## config.mk

```make
export PLATFORM = sky130hd
export DESIGN_NAME = pcsc_top
export DESIGN_NICKNAME = d
export VERILOG_FILES = /design/src/rtl/pcsc_pkg.sv /design/src/rtl/pcsc_sticky.sv /design/src/rtl/pcsc_top.sv
export SDC_FILE = /design/constraint.sdc
export NUM_CORES = 1
export LEC_CHECK = 0
export BUFFER_PORTS_ARGS = -buffer_cell sky130_fd_sc_hd__buf_2
export CAP_MARGIN = 10
export CORE_AREA = 4 4 61 63
export DETAILED_ROUTE_END_ITERATION = 10
export DIE_AREA = 0 0 65 67
export PLACE_DENSITY = 0.77
export SETUP_SLACK_MARGIN = 0.4
export SLEW_MARGIN = 20
export SYNTH_ARGS = -nofsm -noshare
export SYNTH_HDL_FRONTEND = slang
export SYNTH_HIERARCHICAL = 1
export SYNTH_SLANG_ARGS = --single-unit
```

## constraint.sdc

```tcl
create_clock -name i_clk -period 1.9 [get_ports i_clk]
set_input_delay 0.38 -clock i_clk [delete_from_list [all_inputs] [get_ports i_clk]]
set_output_delay 0.38 -clock i_clk [all_outputs]
set_load 0.01 [all_outputs]
```

## src/rtl/pcsc_pkg.sv

```systemverilog
// Constants and carrier types for the bus status / class code register bank.
// Assumes a single 40 MHz bus clock and a synchronous active-high reset.
package pcsc_pkg;

  // ---------------------------------------------------------------
  // Register byte offsets in configuration space
  // ---------------------------------------------------------------
  localparam logic [7:0] CMD_OFFSET = 8'h04;
  localparam logic [7:0] BUS_STATUS_OFFSET = 8'h06;
  localparam logic [7:0] CLASS_AND_REVISION_OFFSET = 8'h08;

  // ---------------------------------------------------------------
  // Command register field positions and reset
  // ---------------------------------------------------------------
  localparam int CMD_PARITY_RESPONSE_ENABLE_BIT = 6;
  localparam int CMD_SYSTEM_ERROR_ENABLE_BIT = 8;
  localparam logic [15:0] CMD_RESET = 16'h0000;

  // ---------------------------------------------------------------
  // Status register field positions and reset
  // ---------------------------------------------------------------
  localparam int ST_PARITY_ERROR_DETECTED_BIT = 15;
  localparam int ST_SYSTEM_ERROR_SIGNALED_BIT = 14;
  localparam int ST_MASTER_ABORT_RECEIVED_BIT = 13;
  localparam int ST_TARGET_ABORT_RECEIVED_BIT = 12;
  localparam int ST_TARGET_ABORT_SIGNALED_BIT = 11;
  localparam int ST_DEVSEL_TIMING_LSB = 9;
  localparam int ST_MASTER_DATA_PARITY_FLAG_BIT = 8;
  localparam int ST_BACK_TO_BACK_CAPABLE_BIT = 7;
  localparam int ST_USER_FEATURES_SUPPORTED_BIT = 6;
  localparam int ST_HIGH_SPEED_CAPABLE_BIT = 5;
  localparam int ST_CAPABILITIES_PRESENT_BIT = 4;
  localparam logic [1:0] ST_DEVSEL_TIMING_MEDIUM = 2'h1;
  localparam logic [15:0] BUS_STATUS_RESET = 16'h0210;
  localparam int STICKY_COUNT = 6;

  // ---------------------------------------------------------------
  // Class code field positions and fixed values
  // ---------------------------------------------------------------
  localparam int CLS_BASE_CATEGORY_LSB = 24;
  localparam int CLS_SUBCLASS_LSB = 16;
  localparam int CLS_PROGRAMMING_MODEL_LSB = 8;
  localparam int CLS_SILICON_REVISION_LSB = 0;
  localparam logic [7:0] CLS_BASE_CATEGORY = 8'h0C;
  localparam logic [7:0] CLS_SUBCLASS = 8'h00;
  localparam logic [7:0] CLS_PROGRAMMING_MODEL = 8'h10;

  // ---------------------------------------------------------------
  // Timing: device select asserted on the second edge after address
  // ---------------------------------------------------------------
  localparam logic [1:0] DEVSEL_MEDIUM_DELAY = 2'h2;

  // Bus event pulses from the bus engine, one cycle each
  typedef struct packed {
    logic addr_parity_error;
    logic data_parity_error;
    logic master_abort;
    logic target_abort_received;
    logic target_abort_signaled;
    logic master_data_phase;
  } pcsc_events_t;

  // Configuration access request
  typedef struct packed {
    logic sel;
    logic we;
    logic [7:0] addr;
    logic [3:0] be;
    logic [31:0] wdata;
  } pcsc_cfg_req_t;

endpackage : pcsc_pkg

```

## src/rtl/pcsc_sticky.sv

```systemverilog
// One sticky status flag: set by hardware, cleared by a write of one.
// Assumes set and clear are pulses on the same clock.
`timescale 1ns/1ps
`default_nettype none
module pcsc_sticky (
  input wire logic i_clk,
  input wire logic i_rst,
  input wire logic i_set,
  input wire logic i_clr,
  output logic o_flag
);

  logic flag;
  logic next_flag;

  // Set beats clear so a same-cycle event is never lost
  always_comb begin
    next_flag = i_set | (flag & ~i_clr);
  end

  // Flag register, cleared on bus reset
  always_ff @(posedge i_clk) begin
    if (i_rst) begin
      flag <= 1'b0;
    end else begin
      flag <= next_flag;
    end
  end

  assign o_flag = flag;

endmodule : pcsc_sticky
`default_nettype wire

```

## src/rtl/pcsc_top.sv

```systemverilog
// Bus status and class code / revision registers of the host controller,
// plus the error-signal drivers and device-select timing they report on.
// Assumes bus event pulses arrive on i_clk; the parity error pin is async.
`timescale 1ns/1ps
`default_nettype none

module pcsc_top #(
  parameter logic [7:0] SILICON_REVISION = 8'h5A // Arbitrary value
) (
  input wire logic i_clk,
  input wire logic i_rst,
  input wire pcsc_pkg::pcsc_cfg_req_t i_cfg,
  output logic [31:0] o_cfg_rdata,
  output logic o_cfg_ack,
  input wire pcsc_pkg::pcsc_events_t i_events,
  input wire logic i_claim,
  input wire logic i_txn_end,
  input wire logic i_parity_error_signal_n,
  output logic o_parity_error_signal_n,
  output logic o_parity_error_signal_oe,
  output logic o_system_error_signal_n,
  output logic o_system_error_signal_oe,
  output logic o_device_select_signal_n,
  output logic o_device_select_signal_oe
);

  // ---------------------------------------------------------------
  // Address decode
  // ---------------------------------------------------------------
  logic hit_cmd_dword;
  logic hit_class_dword;
  logic cmd_write;
  logic status_clear_lane;

  // Status shares the dword at 04h with the command register
  assign hit_cmd_dword = i_cfg.addr[7:2] == pcsc_pkg::CMD_OFFSET[7:2];
  assign hit_class_dword = i_cfg.addr[7:2] == pcsc_pkg::CLASS_AND_REVISION_OFFSET[7:2];
  assign cmd_write = i_cfg.sel & i_cfg.we & hit_cmd_dword;
  // All sticky bits sit in the top byte of status, lane 3
  assign status_clear_lane = cmd_write & i_cfg.be[3];

  // ---------------------------------------------------------------
  // Command enables
  // ---------------------------------------------------------------
  logic parity_response_enable;
  logic system_error_enable;
  logic next_parity_response_enable;
  logic next_system_error_enable;

  // Only the two enables feeding the error logic are kept here
  always_comb begin
    next_parity_response_enable = parity_response_enable;
    next_system_error_enable = system_error_enable;
    if (cmd_write && i_cfg.be[0]) begin
      next_parity_response_enable = i_cfg.wdata[pcsc_pkg::CMD_PARITY_RESPONSE_ENABLE_BIT];
    end
    if (cmd_write && i_cfg.be[1]) begin
      next_system_error_enable = i_cfg.wdata[pcsc_pkg::CMD_SYSTEM_ERROR_ENABLE_BIT];
    end
  end

  // Enables clear on reset
  always_ff @(posedge i_clk) begin
    if (i_rst) begin
      parity_response_enable <= pcsc_pkg::CMD_RESET[pcsc_pkg::CMD_PARITY_RESPONSE_ENABLE_BIT];
      system_error_enable <= pcsc_pkg::CMD_RESET[pcsc_pkg::CMD_SYSTEM_ERROR_ENABLE_BIT];
    end else begin
      parity_response_enable <= next_parity_response_enable;
      system_error_enable <= next_system_error_enable;
    end
  end

  // ---------------------------------------------------------------
  // Parity error pin synchroniser and master-phase alignment
  // ---------------------------------------------------------------
  logic perr_meta_n;
  logic perr_sync_n;
  logic [1:0] master_phase_dly;
  logic next_perr_meta_n;
  logic next_perr_sync_n;
  logic [1:0] next_master_phase_dly;

  // Master flag delayed two edges to line up with the synced pin
  always_comb begin
    next_perr_meta_n = i_parity_error_signal_n;
    next_perr_sync_n = perr_meta_n;
    next_master_phase_dly = {master_phase_dly[0], i_events.master_data_phase};
  end

  // Pin idles high, so reset to the inactive level
  always_ff @(posedge i_clk) begin
    if (i_rst) begin
      perr_meta_n <= 1'b1;
      perr_sync_n <= 1'b1;
      master_phase_dly <= 2'h0;
    end else begin
      perr_meta_n <= next_perr_meta_n;
      perr_sync_n <= next_perr_sync_n;
      master_phase_dly <= next_master_phase_dly;
    end
  end

  // ---------------------------------------------------------------
  // Error signal drivers
  // ---------------------------------------------------------------
  logic serr_drive;
  logic perr_drive;
  logic next_serr_drive;
  logic next_perr_drive;

  // Drivers stay off unless the matching enable is set
  always_comb begin
    next_serr_drive = i_events.addr_parity_error & system_error_enable;
    next_perr_drive = i_events.data_parity_error & parity_response_enable;
  end

  // One-cycle low pulses on the shared open-drain lines
  always_ff @(posedge i_clk) begin
    if (i_rst) begin
      serr_drive <= 1'b0;
      perr_drive <= 1'b0;
    end else begin
      serr_drive <= next_serr_drive;
      perr_drive <= next_perr_drive;
    end
  end

  assign o_system_error_signal_n = 1'b0;
  assign o_system_error_signal_oe = serr_drive;
  assign o_parity_error_signal_n = 1'b0;
  assign o_parity_error_signal_oe = perr_drive;

  // ---------------------------------------------------------------
  // Device select timing
  // ---------------------------------------------------------------
  logic [1:0] devsel_count;
  logic devsel_active;
  logic [1:0] next_devsel_count;
  logic next_devsel_active;

  // Claim waits the medium delay, then holds until the transfer ends
  always_comb begin
    next_devsel_count = devsel_count;
    next_devsel_active = devsel_active;
    if (i_txn_end) begin
      next_devsel_count = 2'h0;
      next_devsel_active = 1'b0;
    end else if (i_claim) begin
      next_devsel_count = 2'h1;
    end else if (devsel_count != 2'h0) begin
      if (devsel_count == pcsc_pkg::DEVSEL_MEDIUM_DELAY - 2'h1) begin
        next_devsel_count = 2'h0;
        next_devsel_active = 1'b1;
      end else begin
        next_devsel_count = devsel_count + 2'h1;
      end
    end
  end

  // Select released on reset
  always_ff @(posedge i_clk) begin
    if (i_rst) begin
      devsel_count <= 2'h0;
      devsel_active <= 1'b0;
    end else begin
      devsel_count <= next_devsel_count;
      devsel_active <= next_devsel_active;
    end
  end

  assign o_device_select_signal_n = 1'b0;
  assign o_device_select_signal_oe = devsel_active;

  // ---------------------------------------------------------------
  // Sticky status bits
  // ---------------------------------------------------------------
  logic [pcsc_pkg::STICKY_COUNT-1:0] sticky_set;
  logic [pcsc_pkg::STICKY_COUNT-1:0] sticky_clr;
  logic [pcsc_pkg::STICKY_COUNT-1:0] sticky_flag;

  // Event order: 15, 14, 13, 12, 11, 8
  assign sticky_set[5] = i_events.addr_parity_error | i_events.data_parity_error;
  assign sticky_set[4] = serr_drive;
  assign sticky_set[3] = i_events.master_abort;
  assign sticky_set[2] = i_events.target_abort_received;
  assign sticky_set[1] = i_events.target_abort_signaled;
  assign sticky_set[0] = ~perr_sync_n & master_phase_dly[1] & parity_response_enable;

  // Write-one-to-clear, taken from the status half of the dword
  assign sticky_clr[5] = status_clear_lane
    & i_cfg.wdata[16 + pcsc_pkg::ST_PARITY_ERROR_DETECTED_BIT];
  assign sticky_clr[4] = status_clear_lane
    & i_cfg.wdata[16 + pcsc_pkg::ST_SYSTEM_ERROR_SIGNALED_BIT];
  assign sticky_clr[3] = status_clear_lane
    & i_cfg.wdata[16 + pcsc_pkg::ST_MASTER_ABORT_RECEIVED_BIT];
  assign sticky_clr[2] = status_clear_lane
    & i_cfg.wdata[16 + pcsc_pkg::ST_TARGET_ABORT_RECEIVED_BIT];
  assign sticky_clr[1] = status_clear_lane
    & i_cfg.wdata[16 + pcsc_pkg::ST_TARGET_ABORT_SIGNALED_BIT];
  assign sticky_clr[0] = status_clear_lane
    & i_cfg.wdata[16 + pcsc_pkg::ST_MASTER_DATA_PARITY_FLAG_BIT];

  // One flop per flag; the leaf owns the set-beats-clear ordering
  for (genvar g = 0; g < pcsc_pkg::STICKY_COUNT; g++) begin : g_sticky
    pcsc_sticky u_sticky (
      .i_clk(i_clk),
      .i_rst(i_rst),
      .i_set(sticky_set[g]),
      .i_clr(sticky_clr[g]),
      .o_flag(sticky_flag[g])
    );
  end

  // ---------------------------------------------------------------
  // Register images
  // ---------------------------------------------------------------
  logic [15:0] bus_status;
  logic [15:0] cmd_image;
  logic [31:0] class_and_revision;

  // Hardwired fields start from the reset image, which already holds
  // devsel 01b and the capability bit
  always_comb begin
    bus_status = pcsc_pkg::BUS_STATUS_RESET;
    bus_status[pcsc_pkg::ST_DEVSEL_TIMING_LSB +: 2] = pcsc_pkg::ST_DEVSEL_TIMING_MEDIUM;
    bus_status[pcsc_pkg::ST_BACK_TO_BACK_CAPABLE_BIT] = 1'b0;
    bus_status[pcsc_pkg::ST_USER_FEATURES_SUPPORTED_BIT] = 1'b0;
    bus_status[pcsc_pkg::ST_HIGH_SPEED_CAPABLE_BIT] = 1'b0;
    bus_status[pcsc_pkg::ST_CAPABILITIES_PRESENT_BIT] = 1'b1;
    bus_status[3:0] = 4'h0;
    bus_status[pcsc_pkg::ST_PARITY_ERROR_DETECTED_BIT] = sticky_flag[5];
    bus_status[pcsc_pkg::ST_SYSTEM_ERROR_SIGNALED_BIT] = sticky_flag[4];
    bus_status[pcsc_pkg::ST_MASTER_ABORT_RECEIVED_BIT] = sticky_flag[3];
    bus_status[pcsc_pkg::ST_TARGET_ABORT_RECEIVED_BIT] = sticky_flag[2];
    bus_status[pcsc_pkg::ST_TARGET_ABORT_SIGNALED_BIT] = sticky_flag[1];
    bus_status[pcsc_pkg::ST_MASTER_DATA_PARITY_FLAG_BIT] = sticky_flag[0];
  end

  // Command bits outside this block read zero
  always_comb begin
    cmd_image = 16'h0000;
    cmd_image[pcsc_pkg::CMD_PARITY_RESPONSE_ENABLE_BIT] = parity_response_enable;
    cmd_image[pcsc_pkg::CMD_SYSTEM_ERROR_ENABLE_BIT] = system_error_enable;
  end

  // Fixed classification and revision
  always_comb begin
    class_and_revision = 32'h0000_0000;
    class_and_revision[pcsc_pkg::CLS_BASE_CATEGORY_LSB +: 8] = pcsc_pkg::CLS_BASE_CATEGORY;
    class_and_revision[pcsc_pkg::CLS_SUBCLASS_LSB +: 8] = pcsc_pkg::CLS_SUBCLASS;
    class_and_revision[pcsc_pkg::CLS_PROGRAMMING_MODEL_LSB +: 8] =
      pcsc_pkg::CLS_PROGRAMMING_MODEL;
    class_and_revision[pcsc_pkg::CLS_SILICON_REVISION_LSB +: 8] = SILICON_REVISION;
  end

  // ---------------------------------------------------------------
  // Read path
  // ---------------------------------------------------------------
  logic [31:0] rdata;
  logic ack;
  logic [31:0] next_rdata;
  logic next_ack;

  // Registered read data; unmapped dwords answer zero
  always_comb begin
    next_rdata = 32'h0000_0000;
    next_ack = i_cfg.sel;
    if (i_cfg.sel && !i_cfg.we) begin
      if (hit_cmd_dword) begin
        next_rdata = {bus_status, cmd_image};
      end else if (hit_class_dword) begin
        next_rdata = class_and_revision;
      end
    end
  end

  // Data shows the state before any same-cycle write takes effect
  always_ff @(posedge i_clk) begin
    if (i_rst) begin
      rdata <= 32'h0000_0000;
      ack <= 1'b0;
    end else begin
      rdata <= next_rdata;
      ack <= next_ack;
    end
  end

  assign o_cfg_rdata = rdata;
  assign o_cfg_ack = ack;

endmodule : pcsc_top
`default_nettype wire

```

==> impl_results.md <==
* Die Wd at 65 µm
* Xor/xnor share of the synthesized area at 0
* Pin count of the biggest net entering global routing at 18
* Clock Tree Buf Depth at 2
* CP cell instances: buf_2 > or4_4 > nor3_4 > and2_1 > nand2b_1 > a21oi_2
* Quantity of gates resized following cts at 0
* Compound-Gate Fraction of Synth Area at 0.06408
* Total number of vias at 859
* Number of antenna violations at the first check in global routing at 0
* Synth top area share at 0.4706
* Clock buffer count from CTS at 3
* Worst endpoint required time at 2.13 ns
* CP peak stage delay at 0.57 ns
* Syn Area/Cell at 9.379 µm²
* TritonCTS clock tree: yes
* First-pass iteration count of the detailed router at 2
* Drt total wl at 2.063 mm
* Sum of net half-perimeters after detailed placement at 1.716 mm
* Number of setup buffers added after CTS at 0
* Leakage Power at 0.0007237 µW
* Worst reg2reg startpoint: devsel_count[0]
* CP bufs+invs at 1
* Root Buffer: clkbuf_4
* Net count reported at finish at 231
* Cell area power density at 746.0 nW/µm²
* Final setup violation count at 0
* Setup crit end kind: flip-flop
* Total of buffers placed on input and output ports at 48
* Slowest cell on the critical path: or4_4
* Routability congestion estimate at 0.7014
* RSZ-0062 raised after global routing: false
* Antenna Diode Count at 0
* Sequential standard cell area at 560.5 µm²
* Filler Cell Count at 342
* Total of hold buffers inserted after clock tree synthesis at 0
* Final count of pins violating max slew at 0
* Area contributors post-synth: dfxtp_1, buf_4, nand2b_1, and2_1, a21oi_2
* Clock latency on the worst-skew pair at 0.32 ns
* Share of synthesized cell area in and, or, nand and nor gates at 0.2437
* Clock transition at path regs at 0.14 ns
* Summed instance area of the synthesized netlist at 1191 µm²
* Total GRT Usage at 0.09561
* Placeable Area at 3232 µm²
* Library cell occupying the most area in the post-synthesis netlist: dfxtp_1
* Starting density of the core at 0.3686
* Worst Hold Class: input port to flip-flop
* Instance count of the mapped netlist at 127
* Critical path startpoint: i_cfg[41]
* WP data arrival at 1.68 ns
* Sequential cell area fraction in the yosys report at 0.4706
* Layout Cells excl Fill at 219
* Capture point of the critical path: g_sticky[0].u_sticky/o_flag
* Synthesis-stage register bit count at 28
* Boundary pin count at 96
* Number of synthesized flops with an enable pin at 0
* Largest family of logic cells by synthesized area: simple AND/OR/NAND/NOR gates
* Warning count from the yosys run at 6
* Run status: finished clean
* Number of unique standard cell types used by synthesis at 23
* Site Rows at 21
* Top flip-flop cell by instance count after synthesis: dfxtp_1
* Final critical path time including I/O delays and setup at 1.450 ns
* Area growth syn-to-layout at 20.90%
* Cell Count Post-Placement at 215
* Via count of the first global-routing pass at 751
* MaxCap Viol Count at 0
* VDD IR max at 0.4506 mV
* CTS H-tree depth at 1
* Share of layout cells above drive strength 1 at 0.3757
* Final global-route overflow total at 0
* Final Cycle Share at 0.7632
* RR Endpoint: devsel_count[0]
* Worst clock skew at 0.001576 ns
* Post-route antenna net violation count at 0
* Number of gates on the worst path with buffers counted at 6
* Vertical die dimension at 67 µm
* DRC violation count after routing at 0
* Area of combinational cells with multiple inputs at 473.0 µm²
* Number of DRC markers after the initial detailed-route iteration at 19
* Wire length of the first global-routing pass at 3.118 mm
* Multiplexer share of the synthesized area at 0.01681
* Critical path class: input port to flip-flop
* CTS sink count at 28
* Avg Vias per Cell at 3.922
* Cell type group with the largest total delay on the critical path: simple AND/OR/NAND/NOR gates
* Highest Clock Rate at 689.6 MHz
* CP Max Fanout at 6
* Internal reg-to-reg setup slack at 1.12 ns
* Die Area at 4355 µm²
* Final hold vios at 0
* DR WL/cell at 9.420 µm
* Fraction of registers with async set or reset after synthesis at 0
* Adder-cell share of the synthesized area at 0
* Worst Reg-to-Reg Cells at 2
* CP Launch Type: input port
* Total negative setup slack at 0 ns
-- final cells by class --
| cell class | instances | share of cell area |
|---|---|---|
| Clock buffer | 3 | 0.01564 |
| Clock inverter | 1 | 0.02085 |
| Inverter | 13 | 0.03388 |
| Multi-Input combinational cell | 79 | 0.3284 |
| Sequential cell | 28 | 0.3892 |
| Tap cell | 46 | 0.03997 |
| Timing Repair Buffer | 49 | 0.1720 |
-- where the power goes --
group	switching (µW)	internal [µW]
logic	51.0	38.9
clock network	167	213
registers	4.40	600
total	222	852
-- per-stage QoR --
| stage | total power (µW) | util | instance area [µm²] | setup slack, ns | hold slack (ns) |
|---|---|---|---|---|---|
| 4_1_cts | 1090 | 0.4456 | 1440 | 0.4480 | 0.2135 |
| 5_1_grt | 1126 | 0.4456 | 1440 | 0.4047 | 0.2127 |
| 6_report | 1074 | 0.4456 | 1440 | 0.4499 | 0.2241 |
| 2_1_floorplan | 695.2 | - | 1274 | 0.3526 | 0.3895 |
| 3_5_place_dp | 707.1 | 0.4293 | 1388 | 0.08314 | 0.3976 |
| 3_3_place_gp | 705.3 | 0.4293 | 1388 | 0.09915 | 0.3917 |
-- cells by family (layout without fill, tap and decap cells) --
logic type,count (synthesis),after routing
AND/OR/NAND/NOR,47,47
buffers and inverters,39,66
flip-flops,28,28
AO/OA/AOI/OAI,10,10
multiplexers,2,2
other,1,20
-- how the worst min path moves through the flow --
stage,cells past startpoint,endpoint,start,slack (ns)
floorplan,1,perr_sync_n,next_perr_sync_n,0.39
global placement,1,perr_sync_n,next_perr_sync_n,0.39
detailed placement,1,perr_sync_n,next_perr_sync_n,0.40
CTS,2,devsel_count[1],i_claim,0.21
global route,2,next_perr_sync_n,i_parity_error_signal_n,0.21
finish,2,devsel_count[1],i_claim,0.22
-- cell usage after synthesis, types with 2 or more instances --
| library cell | number |
|---|---|
| dfxtp_1 | 28 |
| buf_4 | 25 |
| inv_1 | 13 |
| nand2b_1 | 12 |
| and2_1 | 11 |
| a21oi_2 | 6 |
| nand2_1 | 4 |
| nor2_1 | 4 |
| nor2b_1 | 4 |
| nor3_1 | 4 |
| a21oi_1 | 2 |
| mux2i_1 | 2 |
| or2_2 | 2 |
-- registers in the layout, indices dropped and copies added (netlist names) --
name and count:
o_parity_error_signal_oe 1, parity_response_enable 1, perr_sync_n 1, o_system_error_signal_oe 1, system_error_enable 1, o_device_select_signal_oe 1
next_perr_sync_n 1, o_cfg_ack 1, o_cfg_rdata 10, devsel_count 2, g_sticky.u_sticky/o_flag 6, master_phase_dly 2
-- placed cells by master, fill, tap and decap left out, drive strengths merged --
cell type / synthesis / final
and3b: 1 / 1
buf: 25 / 49
and4bb: 1 / 1
dfxtp: 28 / 28
a211oi: 1 / 1
nand2: 4 / 4
a31oi: 1 / 1
or3b: 1 / 1
mux2i: 2 / 2
and2: 11 / 11
conb: 1 / 20
nor2: 4 / 4
or2: 2 / 2
nand4b: 1 / 1
inv: 13 / 13
nor4: 1 / 1
bufinv: 0 / 1
a21oi: 8 / 8
clkbuf: 1 / 3
or4: 1 / 1
nor2b: 4 / 4
nor3: 4 / 4
nand2b: 12 / 12
-- per-layer routing --
layer  wire length [µm]  GRT usage  up-vias
met1                774     0.1014      383
li1                   -          -      442
met5                  0          0        -
met3                203    0.05059        2
met2               1069     0.1622       32
met4                 17    0.03166        0
Power figures use the tool's default switching activity.
